[config.mk]
export PLATFORM = sky130hd
export DESIGN_NAME = rsp_top
export DESIGN_NICKNAME = d
export VERILOG_FILES = /design/src/hdl/rsp_pkg.sv /design/src/hdl/rsp_scope.sv /design/src/hdl/rsp_top.sv
export SDC_FILE = /design/constraint.sdc
export NUM_CORES = 1
export LEC_CHECK = 0
export ABC_CLOCK_PERIOD_IN_PS = 2500
export BUFFER_PORTS_ARGS = -buffer_cell sky130_fd_sc_hd__buf_2
export CORE_ASPECT_RATIO = 1.5
export CORE_MARGIN = 3
export CORE_UTILIZATION = 59
export DETAILED_ROUTE_END_ITERATION = 8
export GPL_ROUTABILITY_DRIVEN = 0
export GPL_TIMING_DRIVEN = 0
export HOLD_SLACK_MARGIN = 0.1
export PLACE_DENSITY = 0.89
export SLEW_MARGIN = 25
export SYNTH_ARGS = -nofsm -noshare
export SYNTH_HDL_FRONTEND = slang
export SYNTH_SLANG_ARGS = --single-unit
[constraint.sdc]
create_clock -name ref_clk -period 2.5 [get_ports ref_clk]
set_input_delay 0.5 -clock ref_clk [delete_from_list [all_inputs] [get_ports ref_clk]]
set_output_delay 0.5 -clock ref_clk [all_outputs]
set_load 0.02 [all_outputs]
[src/hdl/rsp_pkg.sv]
// package: register map, reset source codes and field layout for reset scope
// Functional notes
// - power-on detect flag is cleared only by a pin reset
// - power-on reset clears the cold/warm flag to 0, marking a cold start
// - software writes 1 to the cold/warm flag; kept through non power-on resets
// - independent watchdog flag/regs cleared by pin, power-on, vmon0, standby
// - deep standby resets only vmon1 control one and status
// - vmon2 flag cleared by pin, power-on, vmon0, both watchdogs and vmon1
// - deep standby resets only vmon2 control one and status
// - deep standby flag cleared by pin, power-on, vmons and watchdogs
// - software reset flag cleared by every source but software reset
// - clock registers writable only while first or second protect bit set
// - after any reset low-speed oscillator drives clocks; others stay stopped
// - one reset vector; cause readable from three reset status registers
package rsp_pkg;
	// reset source indices, one bit each in the source vector
	localparam int SRC_PIN = 0;
	localparam int SRC_POR = 1;
	localparam int SRC_VM0 = 2;
	localparam int SRC_IWD = 3;
	localparam int SRC_WDT = 4;
	localparam int SRC_VM1 = 5;
	localparam int SRC_VM2 = 6;
	localparam int SRC_DSB = 7;
	localparam int SRC_SWR = 8;
	localparam int NUM_SRC = 9;

	// register offsets (word index on the plain port)
	localparam logic [3:0] OFS_STATUS0 = 4'h0;
	localparam logic [3:0] OFS_STATUS1 = 4'h1;
	localparam logic [3:0] OFS_STATUS2 = 4'h2;
	localparam logic [3:0] OFS_PROTECT = 4'h3;
	localparam logic [3:0] OFS_SWRESET = 4'h4;
	localparam logic [3:0] OFS_CLKCTL = 4'h5;
	localparam logic [3:0] OFS_VM1CR1 = 4'h6;
	localparam logic [3:0] OFS_VM1SR = 4'h7;
	localparam logic [3:0] OFS_VM1CR0 = 4'h8;
	localparam logic [3:0] OFS_VM2CR1 = 4'h9;
	localparam logic [3:0] OFS_VM2SR = 4'hA;
	localparam logic [3:0] OFS_VM2CR0 = 4'hB;
	localparam logic [3:0] OFS_IWDCTL = 4'hC;
	localparam logic [3:0] OFS_IRQSTAT = 4'hD;
	localparam logic [3:0] OFS_IRQMASK = 4'hE;

	// status0 fields
	localparam int ST0_POR = 0;
	localparam int ST0_VM0 = 1;
	localparam int ST0_VM1 = 2;
	localparam int ST0_VM2 = 3;
	localparam int ST0_DSB = 4;
	// status2 fields
	localparam int ST2_IWD = 0;
	localparam int ST2_WDT = 1;
	localparam int ST2_SWR = 2;
	// status1 field
	localparam int ST1_CWF = 0;
	// protect register fields and write key in the upper byte
	localparam int PR_FIRST = 0;
	localparam int PR_SECOND = 1;
	localparam logic [7:0] PR_KEY = 8'hA5;
	localparam logic [15:0] SWR_KEY = 16'hA501;

	// clock control low-speed select, then reset values for clock, vmon and watchdog registers
	localparam logic [1:0] CLK_SEL_LOW = 2'h0;
	localparam logic [7:0] CLKCTL_RST = 8'h00;
	localparam logic [7:0] VM_RST = 8'h00;
	localparam logic [7:0] IWD_RST = 8'h00;

	// status snapshot carried as one group
	typedef struct packed
	{
		logic [4:0] st0;
		logic cwf;
		logic [2:0] st2;
	} rsp_flags_s;
endpackage

[src/hdl/rsp_scope.sv]
// file holds the reset scope decoder: which targets a given source resets
`timescale 1ns/1ps
module rsp_scope
(
	input wire logic [rsp_pkg::NUM_SRC-1:0] src,
	output logic clr_por,
	output logic clr_cwf,
	output logic clr_vm0,
	output logic clr_iwd,
	output logic clr_wdt,
	output logic clr_vm1,
	output logic clr_vm1_part,
	output logic clr_vm2,
	output logic clr_vm2_part,
	output logic clr_dsb,
	output logic clr_swr,
	output logic clr_clk
);
	import rsp_pkg::*;

	// each target cleared by the union of sources in its column
	always_comb
	begin
		clr_por = src[SRC_PIN];
		clr_cwf = src[SRC_POR];
		clr_vm0 = src[SRC_PIN] | src[SRC_POR];
		clr_iwd = src[SRC_PIN] | src[SRC_POR] | src[SRC_VM0]
			| src[SRC_DSB];
		clr_wdt = clr_iwd | src[SRC_IWD];
		clr_vm1 = clr_vm0 | src[SRC_VM0] | src[SRC_IWD] | src[SRC_WDT];
		clr_vm1_part = clr_vm1 | src[SRC_DSB];
		clr_vm2 = clr_vm1 | src[SRC_VM1];
		clr_vm2_part = clr_vm2 | src[SRC_DSB];
		clr_dsb = clr_vm2 | src[SRC_VM2];
		clr_swr = |(src & ~(NUM_SRC'(1) << SRC_SWR));
		clr_clk = |src;
	end
endmodule

[src/hdl/rsp_top.sv]
// file holds the reset source collector, flags, protect and clock select
//
// Added by the designer: the register addresses and the strobed register port.
`timescale 1ns/1ps
module rsp_top
(
	input wire logic ref_clk,
	input wire logic resetn,
	input wire logic [rsp_pkg::NUM_SRC-1:0] src_req,
	input wire logic [3:0] addr,
	input wire logic [15:0] wdata,
	input wire logic wr,
	input wire logic rd,
	output logic [15:0] rdata,
	output logic sys_reset,
	output logic sw_reset_req,
	output logic [1:0] clk_sel,
	output logic [2:0] osc_en,
	output logic irq
);
	import rsp_pkg::*;

	//////////////////////////////////////////////////////////////////////
	// reset event capture: lowest source index wins when several fire
	logic [NUM_SRC-1:0] src_ff, nxt_src;
	logic sys_reset_ff, nxt_sys_reset;

	// a reset is sequenced: apply scope this cycle, cpu held one cycle
	always_comb
	begin
		nxt_src = '0;
		for (int i = NUM_SRC - 1; i >= 0; i--)
		begin
			if (src_req[i])
			begin
				nxt_src = '0;
				nxt_src[i] = 1'b1;
			end
		end
		nxt_sys_reset = |src_req;
	end

	// first release after resetn is treated as a power-on event
	always_ff @(posedge ref_clk or negedge resetn)
	begin
		if (!resetn)
		begin
			src_ff <= NUM_SRC'(1) << SRC_POR;
			sys_reset_ff <= 1'b1;
		end
		else
		begin
			src_ff <= nxt_src;
			sys_reset_ff <= nxt_sys_reset;
		end
	end

	logic clr_por, clr_cwf, clr_vm0, clr_iwd, clr_wdt, clr_vm1;
	logic clr_vm1_part, clr_vm2, clr_vm2_part, clr_dsb, clr_swr, clr_clk;

	rsp_scope u_scope
	(
		.src(src_ff),
		.clr_por(clr_por),
		.clr_cwf(clr_cwf),
		.clr_vm0(clr_vm0),
		.clr_iwd(clr_iwd),
		.clr_wdt(clr_wdt),
		.clr_vm1(clr_vm1),
		.clr_vm1_part(clr_vm1_part),
		.clr_vm2(clr_vm2),
		.clr_vm2_part(clr_vm2_part),
		.clr_dsb(clr_dsb),
		.clr_swr(clr_swr),
		.clr_clk(clr_clk)
	);

	//////////////////////////////////////////////////////////////////////
	// register state
	rsp_flags_s flg_ff, nxt_flg;
	logic [1:0] prot_ff, nxt_prot;
	logic [7:0] clkctl_ff, nxt_clkctl;
	logic [7:0] vm1cr1_ff, vm1sr_ff, vm1cr0_ff;
	logic [7:0] vm2cr1_ff, vm2sr_ff, vm2cr0_ff;
	logic [7:0] nxt_vm1cr1, nxt_vm1sr, nxt_vm1cr0;
	logic [7:0] nxt_vm2cr1, nxt_vm2sr, nxt_vm2cr0;
	logic [7:0] iwd_ff, nxt_iwd;
	logic [2:0] irqst_ff, nxt_irqst, irqmask_ff, nxt_irqmask;
	logic swr_ff, nxt_swr;
	logic any_src;
	logic wr_prot_ok_clk;

	assign any_src = |src_ff;
	// clock block writable under either protect bit
	assign wr_prot_ok_clk = prot_ff[PR_FIRST] | prot_ff[PR_SECOND];

	// next state for flags, protect, peripheral scope registers
	always_comb
	begin
		nxt_flg = flg_ff;
		nxt_prot = prot_ff;
		nxt_clkctl = clkctl_ff;
		nxt_vm1cr1 = vm1cr1_ff;
		nxt_vm1sr = vm1sr_ff;
		nxt_vm1cr0 = vm1cr0_ff;
		nxt_vm2cr1 = vm2cr1_ff;
		nxt_vm2sr = vm2sr_ff;
		nxt_vm2cr0 = vm2cr0_ff;
		nxt_iwd = iwd_ff;
		nxt_irqmask = irqmask_ff;
		nxt_swr = 1'b0;
		nxt_irqst = irqst_ff;
		// software writes, ignored while a reset is being applied
		if (wr && !any_src)
		begin
			case (addr)
				OFS_STATUS1:
				begin
					if (wdata[ST1_CWF])
						nxt_flg.cwf = 1'b1;
				end
				OFS_PROTECT:
				begin
					if (wdata[15:8] == PR_KEY)
						nxt_prot = wdata[1:0];
				end
				OFS_SWRESET:
				begin
					// silently dropped without second protect bit
					if (prot_ff[PR_SECOND] && wdata == SWR_KEY)
						nxt_swr = 1'b1;
				end
				OFS_CLKCTL:
				begin
					if (wr_prot_ok_clk)
						nxt_clkctl = wdata[7:0];
				end
				OFS_VM1CR1: nxt_vm1cr1 = wdata[7:0];
				OFS_VM1SR: nxt_vm1sr = wdata[7:0];
				OFS_VM1CR0: nxt_vm1cr0 = wdata[7:0];
				OFS_VM2CR1: nxt_vm2cr1 = wdata[7:0];
				OFS_VM2SR: nxt_vm2sr = wdata[7:0];
				OFS_VM2CR0: nxt_vm2cr0 = wdata[7:0];
				OFS_IWDCTL: nxt_iwd = wdata[7:0];
				OFS_IRQMASK: nxt_irqmask = wdata[2:0];
				default: ;
			endcase
		end
		// reading the interrupt status clears it
		if (rd && addr == OFS_IRQSTAT)
			nxt_irqst = 3'h0;
		// scope: clear targets of the captured source
		if (clr_por)
			nxt_flg.st0[ST0_POR] = 1'b0;
		if (clr_cwf)
			nxt_flg.cwf = 1'b0;
		if (clr_vm0)
			nxt_flg.st0[ST0_VM0] = 1'b0;
		if (clr_iwd)
		begin
			nxt_flg.st2[ST2_IWD] = 1'b0;
			nxt_iwd = IWD_RST;
		end
		if (clr_wdt)
			nxt_flg.st2[ST2_WDT] = 1'b0;
		if (clr_vm1)
		begin
			nxt_flg.st0[ST0_VM1] = 1'b0;
			nxt_vm1cr0 = VM_RST;
		end
		if (clr_vm1_part)
		begin
			nxt_vm1cr1 = VM_RST;
			nxt_vm1sr = VM_RST;
		end
		if (clr_vm2)
		begin
			nxt_flg.st0[ST0_VM2] = 1'b0;
			nxt_vm2cr0 = VM_RST;
		end
		if (clr_vm2_part)
		begin
			nxt_vm2cr1 = VM_RST;
			nxt_vm2sr = VM_RST;
		end
		if (clr_dsb)
			nxt_flg.st0[ST0_DSB] = 1'b0;
		if (clr_swr)
			nxt_flg.st2[ST2_SWR] = 1'b0;
		if (clr_clk)
		begin
			nxt_clkctl = CLKCTL_RST;
			nxt_prot = 2'h0;
			nxt_irqmask = 3'h0;
		end
		// own flag set last so it survives its own scope; set beats clear
		if (src_ff[SRC_POR])
			nxt_flg.st0[ST0_POR] = 1'b1;
		if (src_ff[SRC_VM0])
			nxt_flg.st0[ST0_VM0] = 1'b1;
		if (src_ff[SRC_VM1])
			nxt_flg.st0[ST0_VM1] = 1'b1;
		if (src_ff[SRC_VM2])
			nxt_flg.st0[ST0_VM2] = 1'b1;
		if (src_ff[SRC_DSB])
			nxt_flg.st0[ST0_DSB] = 1'b1;
		if (src_ff[SRC_IWD])
			nxt_flg.st2[ST2_IWD] = 1'b1;
		if (src_ff[SRC_WDT])
			nxt_flg.st2[ST2_WDT] = 1'b1;
		if (src_ff[SRC_SWR])
			nxt_flg.st2[ST2_SWR] = 1'b1;
		// interrupt events: any reset, cold start, software reset
		if (any_src)
			nxt_irqst[0] = 1'b1;
		if (src_ff[SRC_POR])
			nxt_irqst[1] = 1'b1;
		if (src_ff[SRC_SWR])
			nxt_irqst[2] = 1'b1;
	end

	// registered state; resetn stands for the power-on supply rise
	always_ff @(posedge ref_clk or negedge resetn)
	begin
		if (!resetn)
		begin
			flg_ff <= '0;
			prot_ff <= 2'h0;
			clkctl_ff <= CLKCTL_RST;
			vm1cr1_ff <= VM_RST;
			vm1sr_ff <= VM_RST;
			vm1cr0_ff <= VM_RST;
			vm2cr1_ff <= VM_RST;
			vm2sr_ff <= VM_RST;
			vm2cr0_ff <= VM_RST;
			iwd_ff <= IWD_RST;
			irqst_ff <= 3'h0;
			irqmask_ff <= 3'h0;
			swr_ff <= 1'b0;
		end
		else
		begin
			flg_ff <= nxt_flg;
			prot_ff <= nxt_prot;
			clkctl_ff <= nxt_clkctl;
			vm1cr1_ff <= nxt_vm1cr1;
			vm1sr_ff <= nxt_vm1sr;
			vm1cr0_ff <= nxt_vm1cr0;
			vm2cr1_ff <= nxt_vm2cr1;
			vm2sr_ff <= nxt_vm2sr;
			vm2cr0_ff <= nxt_vm2cr0;
			iwd_ff <= nxt_iwd;
			irqst_ff <= nxt_irqst;
			irqmask_ff <= nxt_irqmask;
			swr_ff <= nxt_swr;
		end
	end

	//////////////////////////////////////////////////////////////////////
	// read port and registered outputs
	logic [15:0] rdata_ff, nxt_rdata;
	logic irq_ff, nxt_irq;
	logic [1:0] clk_sel_ff, nxt_clk_sel;
	logic [2:0] osc_en_ff, nxt_osc_en;

	// three status registers give the cause at the single vector
	always_comb
	begin
		nxt_rdata = 16'h0000;
		if (rd)
		begin
			case (addr)
				OFS_STATUS0: nxt_rdata = {11'h000, flg_ff.st0};
				OFS_STATUS1: nxt_rdata = {15'h0000, flg_ff.cwf};
				OFS_STATUS2: nxt_rdata = {13'h0000, flg_ff.st2};
				OFS_PROTECT: nxt_rdata = {14'h0000, prot_ff};
				OFS_CLKCTL: nxt_rdata = {8'h00, clkctl_ff};
				OFS_VM1CR1: nxt_rdata = {8'h00, vm1cr1_ff};
				OFS_VM1SR: nxt_rdata = {8'h00, vm1sr_ff};
				OFS_VM1CR0: nxt_rdata = {8'h00, vm1cr0_ff};
				OFS_VM2CR1: nxt_rdata = {8'h00, vm2cr1_ff};
				OFS_VM2SR: nxt_rdata = {8'h00, vm2sr_ff};
				OFS_VM2CR0: nxt_rdata = {8'h00, vm2cr0_ff};
				OFS_IWDCTL: nxt_rdata = {8'h00, iwd_ff};
				OFS_IRQSTAT: nxt_rdata = {13'h0000, irqst_ff};
				OFS_IRQMASK: nxt_rdata = {13'h0000, irqmask_ff};
				default: nxt_rdata = 16'h0000;
			endcase
		end
		nxt_irq = |(nxt_irqst & nxt_irqmask);
		// select stays low-speed until software picks another; an
		// oscillator only runs when its enable bit is written
		nxt_clk_sel = nxt_clkctl[1:0];
		nxt_osc_en = nxt_clkctl[4:2];
	end

	// output flops
	always_ff @(posedge ref_clk or negedge resetn)
	begin
		if (!resetn)
		begin
			rdata_ff <= 16'h0000;
			irq_ff <= 1'b0;
			clk_sel_ff <= CLK_SEL_LOW;
			osc_en_ff <= 3'h0;
		end
		else
		begin
			rdata_ff <= nxt_rdata;
			irq_ff <= nxt_irq;
			clk_sel_ff <= nxt_clk_sel;
			osc_en_ff <= nxt_osc_en;
		end
	end

	assign rdata = rdata_ff;
	assign irq = irq_ff;
	assign clk_sel = clk_sel_ff;
	assign osc_en = osc_en_ff;
	assign sys_reset = sys_reset_ff;
	assign sw_reset_req = swr_ff;
endmodule

==> results of run 1 <==
[synth_stat cells, types with 3 or more instances]
| master | n | area (sq um) |
|---|---|---|
| a31o_2 | 4 | 35.03 |
| nand2_1 | 63 | 236.5 |
| or2_2 | 3 | 18.77 |
| a221oi_1 | 3 | 26.28 |
| a22oi_1 | 3 | 22.52 |
| o2bb2ai_1 | 7 | 61.31 |
| mux2i_1 | 33 | 330.3 |
| nor3_1 | 6 | 30.03 |
| nor3b_1 | 3 | 22.52 |
| nor2_1 | 29 | 108.9 |
| nor4bb_1 | 5 | 50.05 |
| nand3_1 | 27 | 135.1 |
| and3_1 | 4 | 25.02 |
| nand2b_1 | 4 | 25.02 |
| clkbuf_1 | 30 | 112.6 |
| nor4_1 | 5 | 31.28 |
| a32oi_1 | 3 | 26.28 |
| or3_1 | 5 | 31.28 |
| o21a_1 | 3 | 22.52 |
| nand4_1 | 6 | 37.54 |
| and4_1 | 4 | 35.03 |
| dfrtp_1 | 99 | 2477 |
| and2_1 | 5 | 31.28 |
| o21ai_0 | 39 | 195.2 |
| inv_1 | 9 | 33.78 |
| a22o_1 | 12 | 105.1 |
| nor4b_1 | 3 | 26.28 |
| a21oi_1 | 25 | 125.1 |
| buf_4 | 14 | 105.1 |
| buf_2 | 8 | 40.04 |
| a31oi_1 | 9 | 56.30 |
| nor2b_1 | 11 | 68.82 |
| a21o_1 | 4 | 30.03 |
[repair_timing]
action | in CTS | in global routing
endpoints found under the setup margin | 9 | 8
endpoints found under the hold margin | 43 | 0
hold buffers | 1 | 0
setup buffers | 1 | 0
resized for setup | 1 | 1
pin swaps | 0 | 1
[power groups by stage]
stage	Sequential [mW]	Clock [mW]	Combinational [mW]
finish	1.67	1.42	0.359
global route	1.67	1.49	0.382
CTS	1.66	1.42	0.348
detailed placement	1.69	0	0.343
global placement	1.69	0	0.329
floorplan	1.70	0	0.200
[area by class of cell]
class                   count  area (sq um)  area share (%)
clock buffers              13         260.3           4.392
flip-flops and latches    101          2530           42.69
plain buffers              57         292.8           4.941
inverters                   9         33.78          0.5701
repair buffers             45         261.5           4.413
clock inverters             3         43.79          0.7390
multi-input cells         374          2370           39.99
well taps                 107         133.9           2.259
[cells by family after synthesis]
logic type | after synthesis
AND/OR/NAND/NOR | 205
AO/OA/AOI/OAI | 126
flip-flops | 101
buffers and inverters | 66
multiplexers | 35
other | 1
[per-layer routing]
| layer | GRT usage [%] | share of wire (%) | vias up |
|---|---|---|---|
| li1 | - | - | 2034 |
| met4 | 26.38 | 7.8 | 0 |
| met1 | 37.91 | 35 | 2272 |
| met3 | 5.572 | 8.2 | 102 |
| met5 | 0 | 0 | - |
| met2 | 52.11 | 49 | 357 |
[registers in the layout, summed over array words and instances (netlist names)]
register and cells:
clkctl_ff 4, prot_ff 2, sys_reset 1, clk_sel 1
irq 1, iwd_ff 8, sw_reset_req 1, vm2cr1_ff 8
vm1sr_ff 8, irqmask_ff 3, vm1cr1_ff 8, irqst_ff 3
osc_en 3, rdata 8, vm2cr0_ff 8, flg_ff 9
vm2sr_ff 8, src_ff 9, vm1cr0_ff 8
[worst register-to-register path: stages, from the launching register on]
cell	delay, ps
dfrtp_1	420
or4_1	530
buf_2	190
nor4_2	860
nand2_1	140
o21ai_0	130
[final timing paths]
kind                                 to  slack (ps)  depth (start not counted)
setup / recovery            vm1sr_ff[1]         130                          7
hold / removal                src_ff[0]         310                          1
setup reg to reg           vm2cr0_ff[4]         140                          5
hold reg to reg               flg_ff[2]         490                          1
max in group asynchronous     flg_ff[5]        1250                          3
min in group asynchronous  vm1cr1_ff[4]         640                          2
[through the flow]
stage          util (%)  area [sq um]
3_3_place_gp      65.68          5559
4_1_cts           69.93          5919
6_report          70.01          5926
5_1_grt           70.01          5926
3_5_place_dp      66.08          5593
2_1_floorplan         -          5215
==> results.ini, run 1 <==
[global_route]
grt_pass1_vias=4787
gr-total-overflow=0
grt_pass1_wl_mm=24.25
grt_usage_pct=32.82
grt_max_degree=57
antenna_found_initial=0

[route]
routed_wl_mm=15.36
wl_per_cell_um=21.66
num_vias=4765
drtIter0Drc=705
drt-vias-per-instance=6.721
drcViolationCount=0
dr.pass1.iters=5
ant_nets=0

[timing]
worst_hold_slack_ps=305.8
tns_ps=0
rsz0062_at_grt=false
clock-skew-final_ps=7.347
post-route-period-util_pct=94.64
drv_slew=0
hold_violations=0
timing.slew.headroom_pct=33.69
max_freq_ghz=0.4226
final.setup.worst_slack_ps=134.0
tightest_slew_ps=986.5
setup_viol=0
min_period_ps=2366

[power_and_ir_drop]
power_frac_comb_pct=10.4
leakagePower_nw=2.758
p_per_area_nw_per_um2=580.7
power.internal_mw=2.589
seqPwrFrac_pct=48.4
p_sw_mw=0.8525
power.total_mw=3.441
irDropWorstVdd_mv=0.3922
p_clk_share_pct=41.2
swShare_pct=24.77

[synth]
syn_inst=534
synth_cell_type_count=63
synthAdderAreaFrac_pct=0
async_flop_share_pct=100.0
synthSimpleGateAreaFrac_pct=22.02
yosys_most_used_dff=dfrtp_1
synth_compound_area_share_pct=16.06
syn_area_sq_um=5189
synth_top_family_by_area=simple AND/OR/NAND/NOR gates
syn_avg_cell_area_sq_um=9.717
ys_ff_latch=101
synthXorXnorAreaFrac_pct=0
synthMuxAreaShare_pct=6.800
ys_seq_area_share_pct=48.76
synth_edf_count=0
yosys_warnings=0

[placement]
port_buffers=42
dp_hpwl_mm=10.70
dp.cells=691
place_ws_ps=-324.3

[final_layout]
nFillCells=620
n_antenna_cell=0
layout.cells.non_filler=709
final_common_cell=dfrtp_1
area_growth_syn_to_layout_pct=14.20
final_cell_mix=dfrtp_1 (99), nand2_1 (63), buf_2 (49)
final_nets=630
drive_above_1_share_pct=18.11

[setup_path]
end_kind=flip-flop
cp.arrival_ps=2590
crit_required_ps=2720
worstSetupStartpoint=addr[0]
critPathLaunchType=input pin
path_cells=buf_2, buf_2, and2_0, clkbuf_1, nand4_1, mux2i_1, nor2_1
critical_path.max_stage_delay_ps=720
crit_top_cell=buf_2
crit_family=simple AND/OR/NAND/NOR gates
rr_startpoint=src_ff[3]
critPathKind=in -> reg
cp_slowest_cell=nand4_1
critPathBufInv=3
path_max_fanout=10

[clocking]
clock_path_buffers=2
path_clk_slew_ps=60
htree_levels=3
insertion_delay_ps=350
root_buffer=clkbuf_16
cts-buffers-inserted=9
cts_tree=built
clock-sinks=101

[hold_path]
hp-start=src_req[0]
min_path_type=in -> reg

[die]
start_util_pct=61.30
dieHeight_um=120.9
fp.dieW_um=82.57
num_io_pins=57
std_cell_rows=41
core_sq_um=8464
die_area_sq_um=9979

[job]
cap_violations=0

[outcome]
outcome=finished clean

(Power assumes the default switching activity.)
==> run 2, diff against run 1 <==
--- a/config.mk
+++ b/config.mk
@@ -15,6 +15,7 @@
 export GPL_TIMING_DRIVEN = 0
 export HOLD_SLACK_MARGIN = 0.1
 export PLACE_DENSITY = 0.89
+export REMOVE_ABC_BUFFERS = 1
 export SLEW_MARGIN = 25
 export SYNTH_ARGS = -nofsm -noshare
 export SYNTH_HDL_FRONTEND = slang
==> results.ini, run 2 (synthesis results as in run 1) <==
[power_and_ir_drop]
p_per_area_nw_per_um2=602.3  ; was 580.7 nW/um^2
p_clk_share_pct=42.3  ; was 41.2%
p_sw_mw=0.8494  ; was 0.8525 mW
irDropWorstVdd_mv=0.4707  ; was 0.3922 mV
leakagePower_nw=2.668  ; was 2.758 nW
seqPwrFrac_pct=48.1  ; was 48.4%
swShare_pct=24.53  ; was 24.77%
power_frac_comb_pct=9.6  ; was 10.4%
power.internal_mw=2.614  ; was 2.589 mW
power.total_mw=3.463  ; was 3.441 mW

[global_route]
grt_pass1_vias=4396  ; was 4787
gr-total-overflow=0  ; unchanged
grt_usage_pct=29.99  ; was 32.82%
grt_pass1_wl_mm=22.36  ; was 24.25 mm
antenna_found_initial=0  ; unchanged
grt_max_degree=60  ; was 57

[final_layout]
final_cell_mix=dfrtp_1 (99), nand2_1 (63), buf_2 (48)  ; was dfrtp_1 (99), nand2_1 (63), buf_2 (49)
area_growth_syn_to_layout_pct=10.80  ; was 14.20%
largestRegisters=flg_ff: 9 flops, src_ff: 9 flops  ; unchanged
final_core_util_pct=67.92  ; was 70.01%
seq_area_sq_um=2530  ; unchanged
drive_above_1_share_pct=18.10  ; was 18.11%
multi_input_area_sq_um=2402  ; was 2370 sq um
final_common_cell=dfrtp_1  ; unchanged
n_antenna_cell=0  ; unchanged
nFillCells=637  ; was 620
final_nets=586  ; was 630

[clocking]
insertion_delay_ps=350  ; about the same
clock_path_buffers=2  ; unchanged
root_buffer=clkbuf_16  ; unchanged
clock-sinks=101  ; unchanged
path_clk_slew_ps=70  ; was 60 ps
cts-buffers-inserted=9  ; unchanged
cts_tree=built  ; unchanged
htree_levels=3  ; unchanged

[route]
drtIter0Drc=690  ; was 705
drcViolationCount=0  ; unchanged
wl_per_cell_um=21.48  ; was 21.66 um
drt-vias-per-instance=6.785  ; was 6.721
routed_wl_mm=14.29  ; was 15.36 mm
num_vias=4512  ; was 4765
dr.pass1.iters=6  ; was 5
ant_nets=0  ; unchanged

[timing]
timing.slew.headroom_pct=38.20  ; was 33.69%
setup_viol=0  ; unchanged
max_freq_ghz=0.4094  ; was 0.4226 GHz
hold_violations=0  ; unchanged
tns_ps=0  ; unchanged
post-route-period-util_pct=97.70  ; was 94.64%
clock-skew-final_ps=6.308  ; was 7.347 ps
tightest_slew_ps=919.4  ; was 986.5 ps
min_period_ps=2442  ; was 2366 ps
rsz0062_at_grt=false  ; unchanged
drv_slew=0  ; unchanged

[die]
die_area_sq_um=9979  ; unchanged
dieHeight_um=120.9  ; unchanged
fp.dieW_um=82.57  ; unchanged
num_io_pins=57  ; unchanged
core_sq_um=8464  ; unchanged
start_util_pct=61.30  ; unchanged
std_cell_rows=41  ; unchanged

[setup_path]
crit_required_ps=2680  ; was 2720 ps
critPathKind=in -> reg  ; unchanged
cp.arrival_ps=2620  ; was 2590 ps
critPathLaunchType=input pin  ; unchanged
critical_path.max_stage_delay_ps=670  ; was 720 ps
crit_family=compound AO/OA/AOI/OAI gates  ; was simple AND/OR/NAND/NOR gates
end_kind=flip-flop  ; unchanged
path_max_fanout=38  ; was 10
critPathBufInv=1  ; was 3
cp_slowest_cell=buf_2  ; was nand4_1
path_cells=buf_2, and2_0, a21oi_1, o21ai_1, a41oi_1  ; was buf_2, buf_2, and2_0, clkbuf_1, nand4_1, mux2i_1, nor2_1

[outcome]
outcome=finished clean  ; unchanged

[job]
cap_violations=0  ; unchanged

[placement]
port_buffers=48  ; was 42
dp_hpwl_mm=9.349  ; was 10.70 mm

[hold_path]
min_path_type=in -> reg  ; unchanged

## run 2: layout make-up
cell class	instances	share of cell area [%]
clock buffer	11	4.048
clock inverter	5	1.306
inverter	9	0.5876
multi-input combinational	374	41.78
sequential	101	44.00
tap	107	2.329
timing repair buffer	58	5.941
## run 2: final timing paths
path | end | depth (start not counted) | slack [ps] | start
setup reg to reg | vm2cr0_ff[0] | 4 | 130 | src_ff[3]
max in group asynchronous | sys_reset | 3 | 1220 | resetn
min in group asynchronous | irqmask_ff[1] | 2 | 630 | resetn
hold / removal | src_ff[0] | 1 | 310 | src_req[0]
hold reg to reg | flg_ff[4] | 1 | 490 | flg_ff[4]
setup / recovery | rdata[1] | 5 | 60 | addr[0]
## run 2: power groups by stage
stage | Combinational, mW | Sequential [mW] | Clock [mW]
global placement | 0.296 | 1.69 | 0
finish | 0.333 | 1.67 | 1.46
detailed placement | 0.313 | 1.70 | 0
floorplan | 0.135 | 1.70 | 0
CTS | 0.319 | 1.67 | 1.46
global route | 0.353 | 1.67 | 1.53
## run 2: metal layers
metal / vias to the layer above / wire, um / share of wire [%] / GRT usage (%)
li1: 1933 / - / - / -
met1: 2148 / 4934 / 35 / 36.79
met2: 354 / 7004 / 49 / 47.69
met3: 77 / 1520 / 11 / 6.315
met4: 0 / 825 / 5.8 / 17.79
met5: - / 0 / 0 / 0
## run 2: repair_timing
item	4_1_cts	5_1_grt
setup buffers	3	3
hold endpoints to repair	42	0
setup endpoints to repair	27	31
gates resized for setup	2	4
hold buffers	1	0
cloned	0	0
pin swaps	2	2
## run 2: stage by stage
stage               hold slack (ps)  worst slack, ps  instances  cell area (sq um)
floorplan                     204.4           -125.0        484               4922
detailed placement            446.0           -822.4        642               5356
global route                  323.1            5.856        665               5749
CTS                           308.7            10.78        662               5704
finish                        310.4            57.57        665               5749
global placement              456.6            -1856        639               5296
==> run 3, diff against run 2 <==
--- a/config.mk
+++ b/config.mk
@@ -7,15 +7,18 @@
 export LEC_CHECK = 0
 export ABC_CLOCK_PERIOD_IN_PS = 2500
 export BUFFER_PORTS_ARGS = -buffer_cell sky130_fd_sc_hd__buf_2
+export CELL_PAD_IN_SITES_DETAIL_PLACEMENT = 1
+export CELL_PAD_IN_SITES_GLOBAL_PLACEMENT = 1
 export CORE_ASPECT_RATIO = 1.5
 export CORE_MARGIN = 3
-export CORE_UTILIZATION = 59
+export CORE_UTILIZATION = 30
 export DETAILED_ROUTE_END_ITERATION = 8
 export GPL_ROUTABILITY_DRIVEN = 0
 export GPL_TIMING_DRIVEN = 0
 export HOLD_SLACK_MARGIN = 0.1
-export PLACE_DENSITY = 0.89
+export PLACE_DENSITY = 0.65
 export REMOVE_ABC_BUFFERS = 1
+export SETUP_SLACK_MARGIN = 0.1
 export SLEW_MARGIN = 25
 export SYNTH_ARGS = -nofsm -noshare
 export SYNTH_HDL_FRONTEND = slang
==> results.ini, run 3 (synthesis results as in run 1) <==
[outcome]
outcome=finished clean  ; unchanged

[timing]
hold_violations=0  ; unchanged
tightest_slew_ps=870.0  ; was 919.4 ps
max_freq_ghz=0.4348  ; was 0.4094 GHz
rsz0062_at_grt=true  ; was false
drv_slew=0  ; unchanged
min_period_ps=2300  ; was 2442 ps
tns_ps=0  ; unchanged
setup_viol=0  ; unchanged
post-route-period-util_pct=92.01  ; was 97.70%
worst_hold_slack_ps=310.9  ; was 310.4 ps
final.setup.worst_slack_ps=199.8  ; was 57.57 ps
timing.slew.headroom_pct=41.78  ; was 38.20%
clock-skew-final_ps=11.53  ; was 6.308 ps

[die]
die_area_sq_um=18940  ; was 9979 sq um
std_cell_rows=58  ; was 41
fp.dieW_um=113.4  ; was 82.57 um
num_io_pins=57  ; unchanged
dieHeight_um=167.1  ; was 120.9 um
core_sq_um=16840  ; was 8464 sq um
start_util_pct=30.82  ; was 61.30%

[setup_path]
crit_required_ps=2680  ; about the same
worstReg2RegEnd=clk_sel[0]  ; was vm2cr0_ff[0]
path_max_fanout=35  ; was 38
cp.arrival_ps=2480  ; was 2620 ps
critPathLaunchType=input pin  ; unchanged
ff2ff_path_depth=4  ; unchanged
critical_path.max_stage_delay_ps=600  ; was 670 ps
r2r_setup_slack_ps=210  ; was 130 ps
critPathKind=in -> reg  ; unchanged
path_cells=buf_2, and2_0, a21oi_1, o21ai_1, a41oi_1  ; unchanged
rr_startpoint=src_ff[2]  ; was src_ff[3]
end_kind=flip-flop  ; unchanged
cp_slowest_cell=o21ai_1  ; was buf_2

[route]
ant_nets=0  ; unchanged
drt-vias-per-instance=5.610  ; was 6.785
drtIter0Drc=261  ; was 690
num_vias=4320  ; was 4512
drcViolationCount=0  ; unchanged
dr.pass1.iters=4  ; was 6
routed_wl_mm=16.97  ; was 14.29 mm
wl_per_cell_um=22.04  ; was 21.48 um

[clocking]
clock_path_buffers=2  ; unchanged
htree_levels=3  ; unchanged
insertion_delay_ps=360  ; was 350 ps
path_clk_slew_ps=70  ; about the same
cts-buffers-inserted=9  ; unchanged
root_buffer=clkbuf_16  ; unchanged
clock-sinks=101  ; unchanged
cts_tree=built  ; unchanged

[final_layout]
nFillCells=1954  ; was 637
final_cell_mix=dfrtp_1 (99), nand2_1 (63), buf_2 (48)  ; unchanged
final_core_util_pct=35.35  ; was 67.92%
n_antenna_cell=0  ; unchanged
drive_above_1_share_pct=18.75  ; was 18.10%
largestRegisters=flg_ff: 9 flops, src_ff: 9 flops  ; unchanged
area_growth_syn_to_layout_pct=14.71  ; was 10.80%
final_nets=589  ; was 586
final_common_cell=dfrtp_1  ; unchanged

[placement]
dp_hpwl_mm=11.75  ; was 9.349 mm
port_buffers=48  ; unchanged
place_ws_ps=-1387  ; was -822.4 ps

[global_route]
gr-total-overflow=0  ; unchanged
grt_pass1_vias=4588  ; was 4396
grt_usage_pct=18.40  ; was 29.99%
grt_pass1_wl_mm=26.74  ; was 22.36 mm
grt_max_degree=74  ; was 60
antenna_found_initial=1  ; was 0

[power_and_ir_drop]
power.total_mw=3.545  ; was 3.463 mW
p_per_area_nw_per_um2=595.6  ; was 602.3 nW/um^2
irDropWorstVdd_mv=0.2804  ; was 0.4707 mV
leakagePower_nw=2.684  ; was 2.668 nW

[hold_path]
hp-start=src_req[0]  ; unchanged
min_path_type=in -> reg  ; unchanged
hold_depth=1  ; unchanged
worst_hold_path.endpoint=src_ff[0]  ; unchanged

[job]
cap_violations=0  ; unchanged

==> run 3: cell count changes in the layout (fill, tap and decap cells not counted), sizes merged <==
cell and change:
clkbuf +1, clkinv -2, clkinvlp +1, buf +2
==> run 3: where the power goes <==
| part | switching (mW) | leakage, nW | internal [mW] |
|---|---|---|---|
| Combinational | 0.263 | 1.15 | 0.0933 |
| Clock | 0.625 | 0.152 | 0.898 |
| Sequential | 0.0140 | 1.39 | 1.65 |
==> run 3: cell type report <==
class	count	area (sq um)	area share (%)
flip-flops and latches	101	2530	42.51
multi-input cells	374	2430	40.82
clock buffers	11	242.7	4.078
well taps	210	262.8	4.415
repair buffers	61	380.4	6.391
clock inverters	4	72.57	1.219
inverters	9	33.78	0.5676
==> run 3: layer usage <==
metal  GRT usage (%)  part of all wire (%)  vias up
met1           22.21                    40     2222
met3           2.181                   3.6       35
li1                -                     -     1938
met4           8.891                   3.6        2
met2           32.12                    53      123
met5               0                 0.077        -
==> run 3: repair_timing <==
| item | in CTS | in global routing |
|---|---|---|
| gates cloned | 0 | 0 |
| setup endpoints to repair | 63 | 41 |
| hold endpoints to repair | 28 | 0 |
| hold buffers | 1 | 0 |
| setup buffers | 8 | 0 |
| pin swaps | 3 | 0 |
| gates resized for setup | 4 | 7 |
==> run 3: worst max path at each step <==
| stage | start | endpoint | cells after the start |
|---|---|---|---|
| 2_1_floorplan | src_ff[2] | vm1cr0_ff[0] | 4 |
| 3_3_place_gp | src_ff[2] | vm1cr0_ff[7] | 4 |
| 3_5_place_dp | addr[3] | vm1cr0_ff[1] | 5 |
| 4_1_cts | src_ff[3] | clkctl_ff[6] | 4 |
| 5_1_grt | addr[1] | rdata[1] | 5 |
| 6_report | addr[1] | rdata[1] | 5 |
==> run 3: worst max-delay path, delay by kind of cell <==
kind,cells,cell delay [ps]
AO/OA/AOI/OAI,3,920
buffers and inverters,1,550
AND/OR/NAND/NOR,1,480
==> run 3: stage by stage <==
step / instance area, sq um / std cells
final: 5952 / 770
after global routing: 5952 / 770
after CTS: 5911 / 770
after detailed placement: 5494 / 746
after global placement: 5425 / 742
after floorplan: 4922 / 484
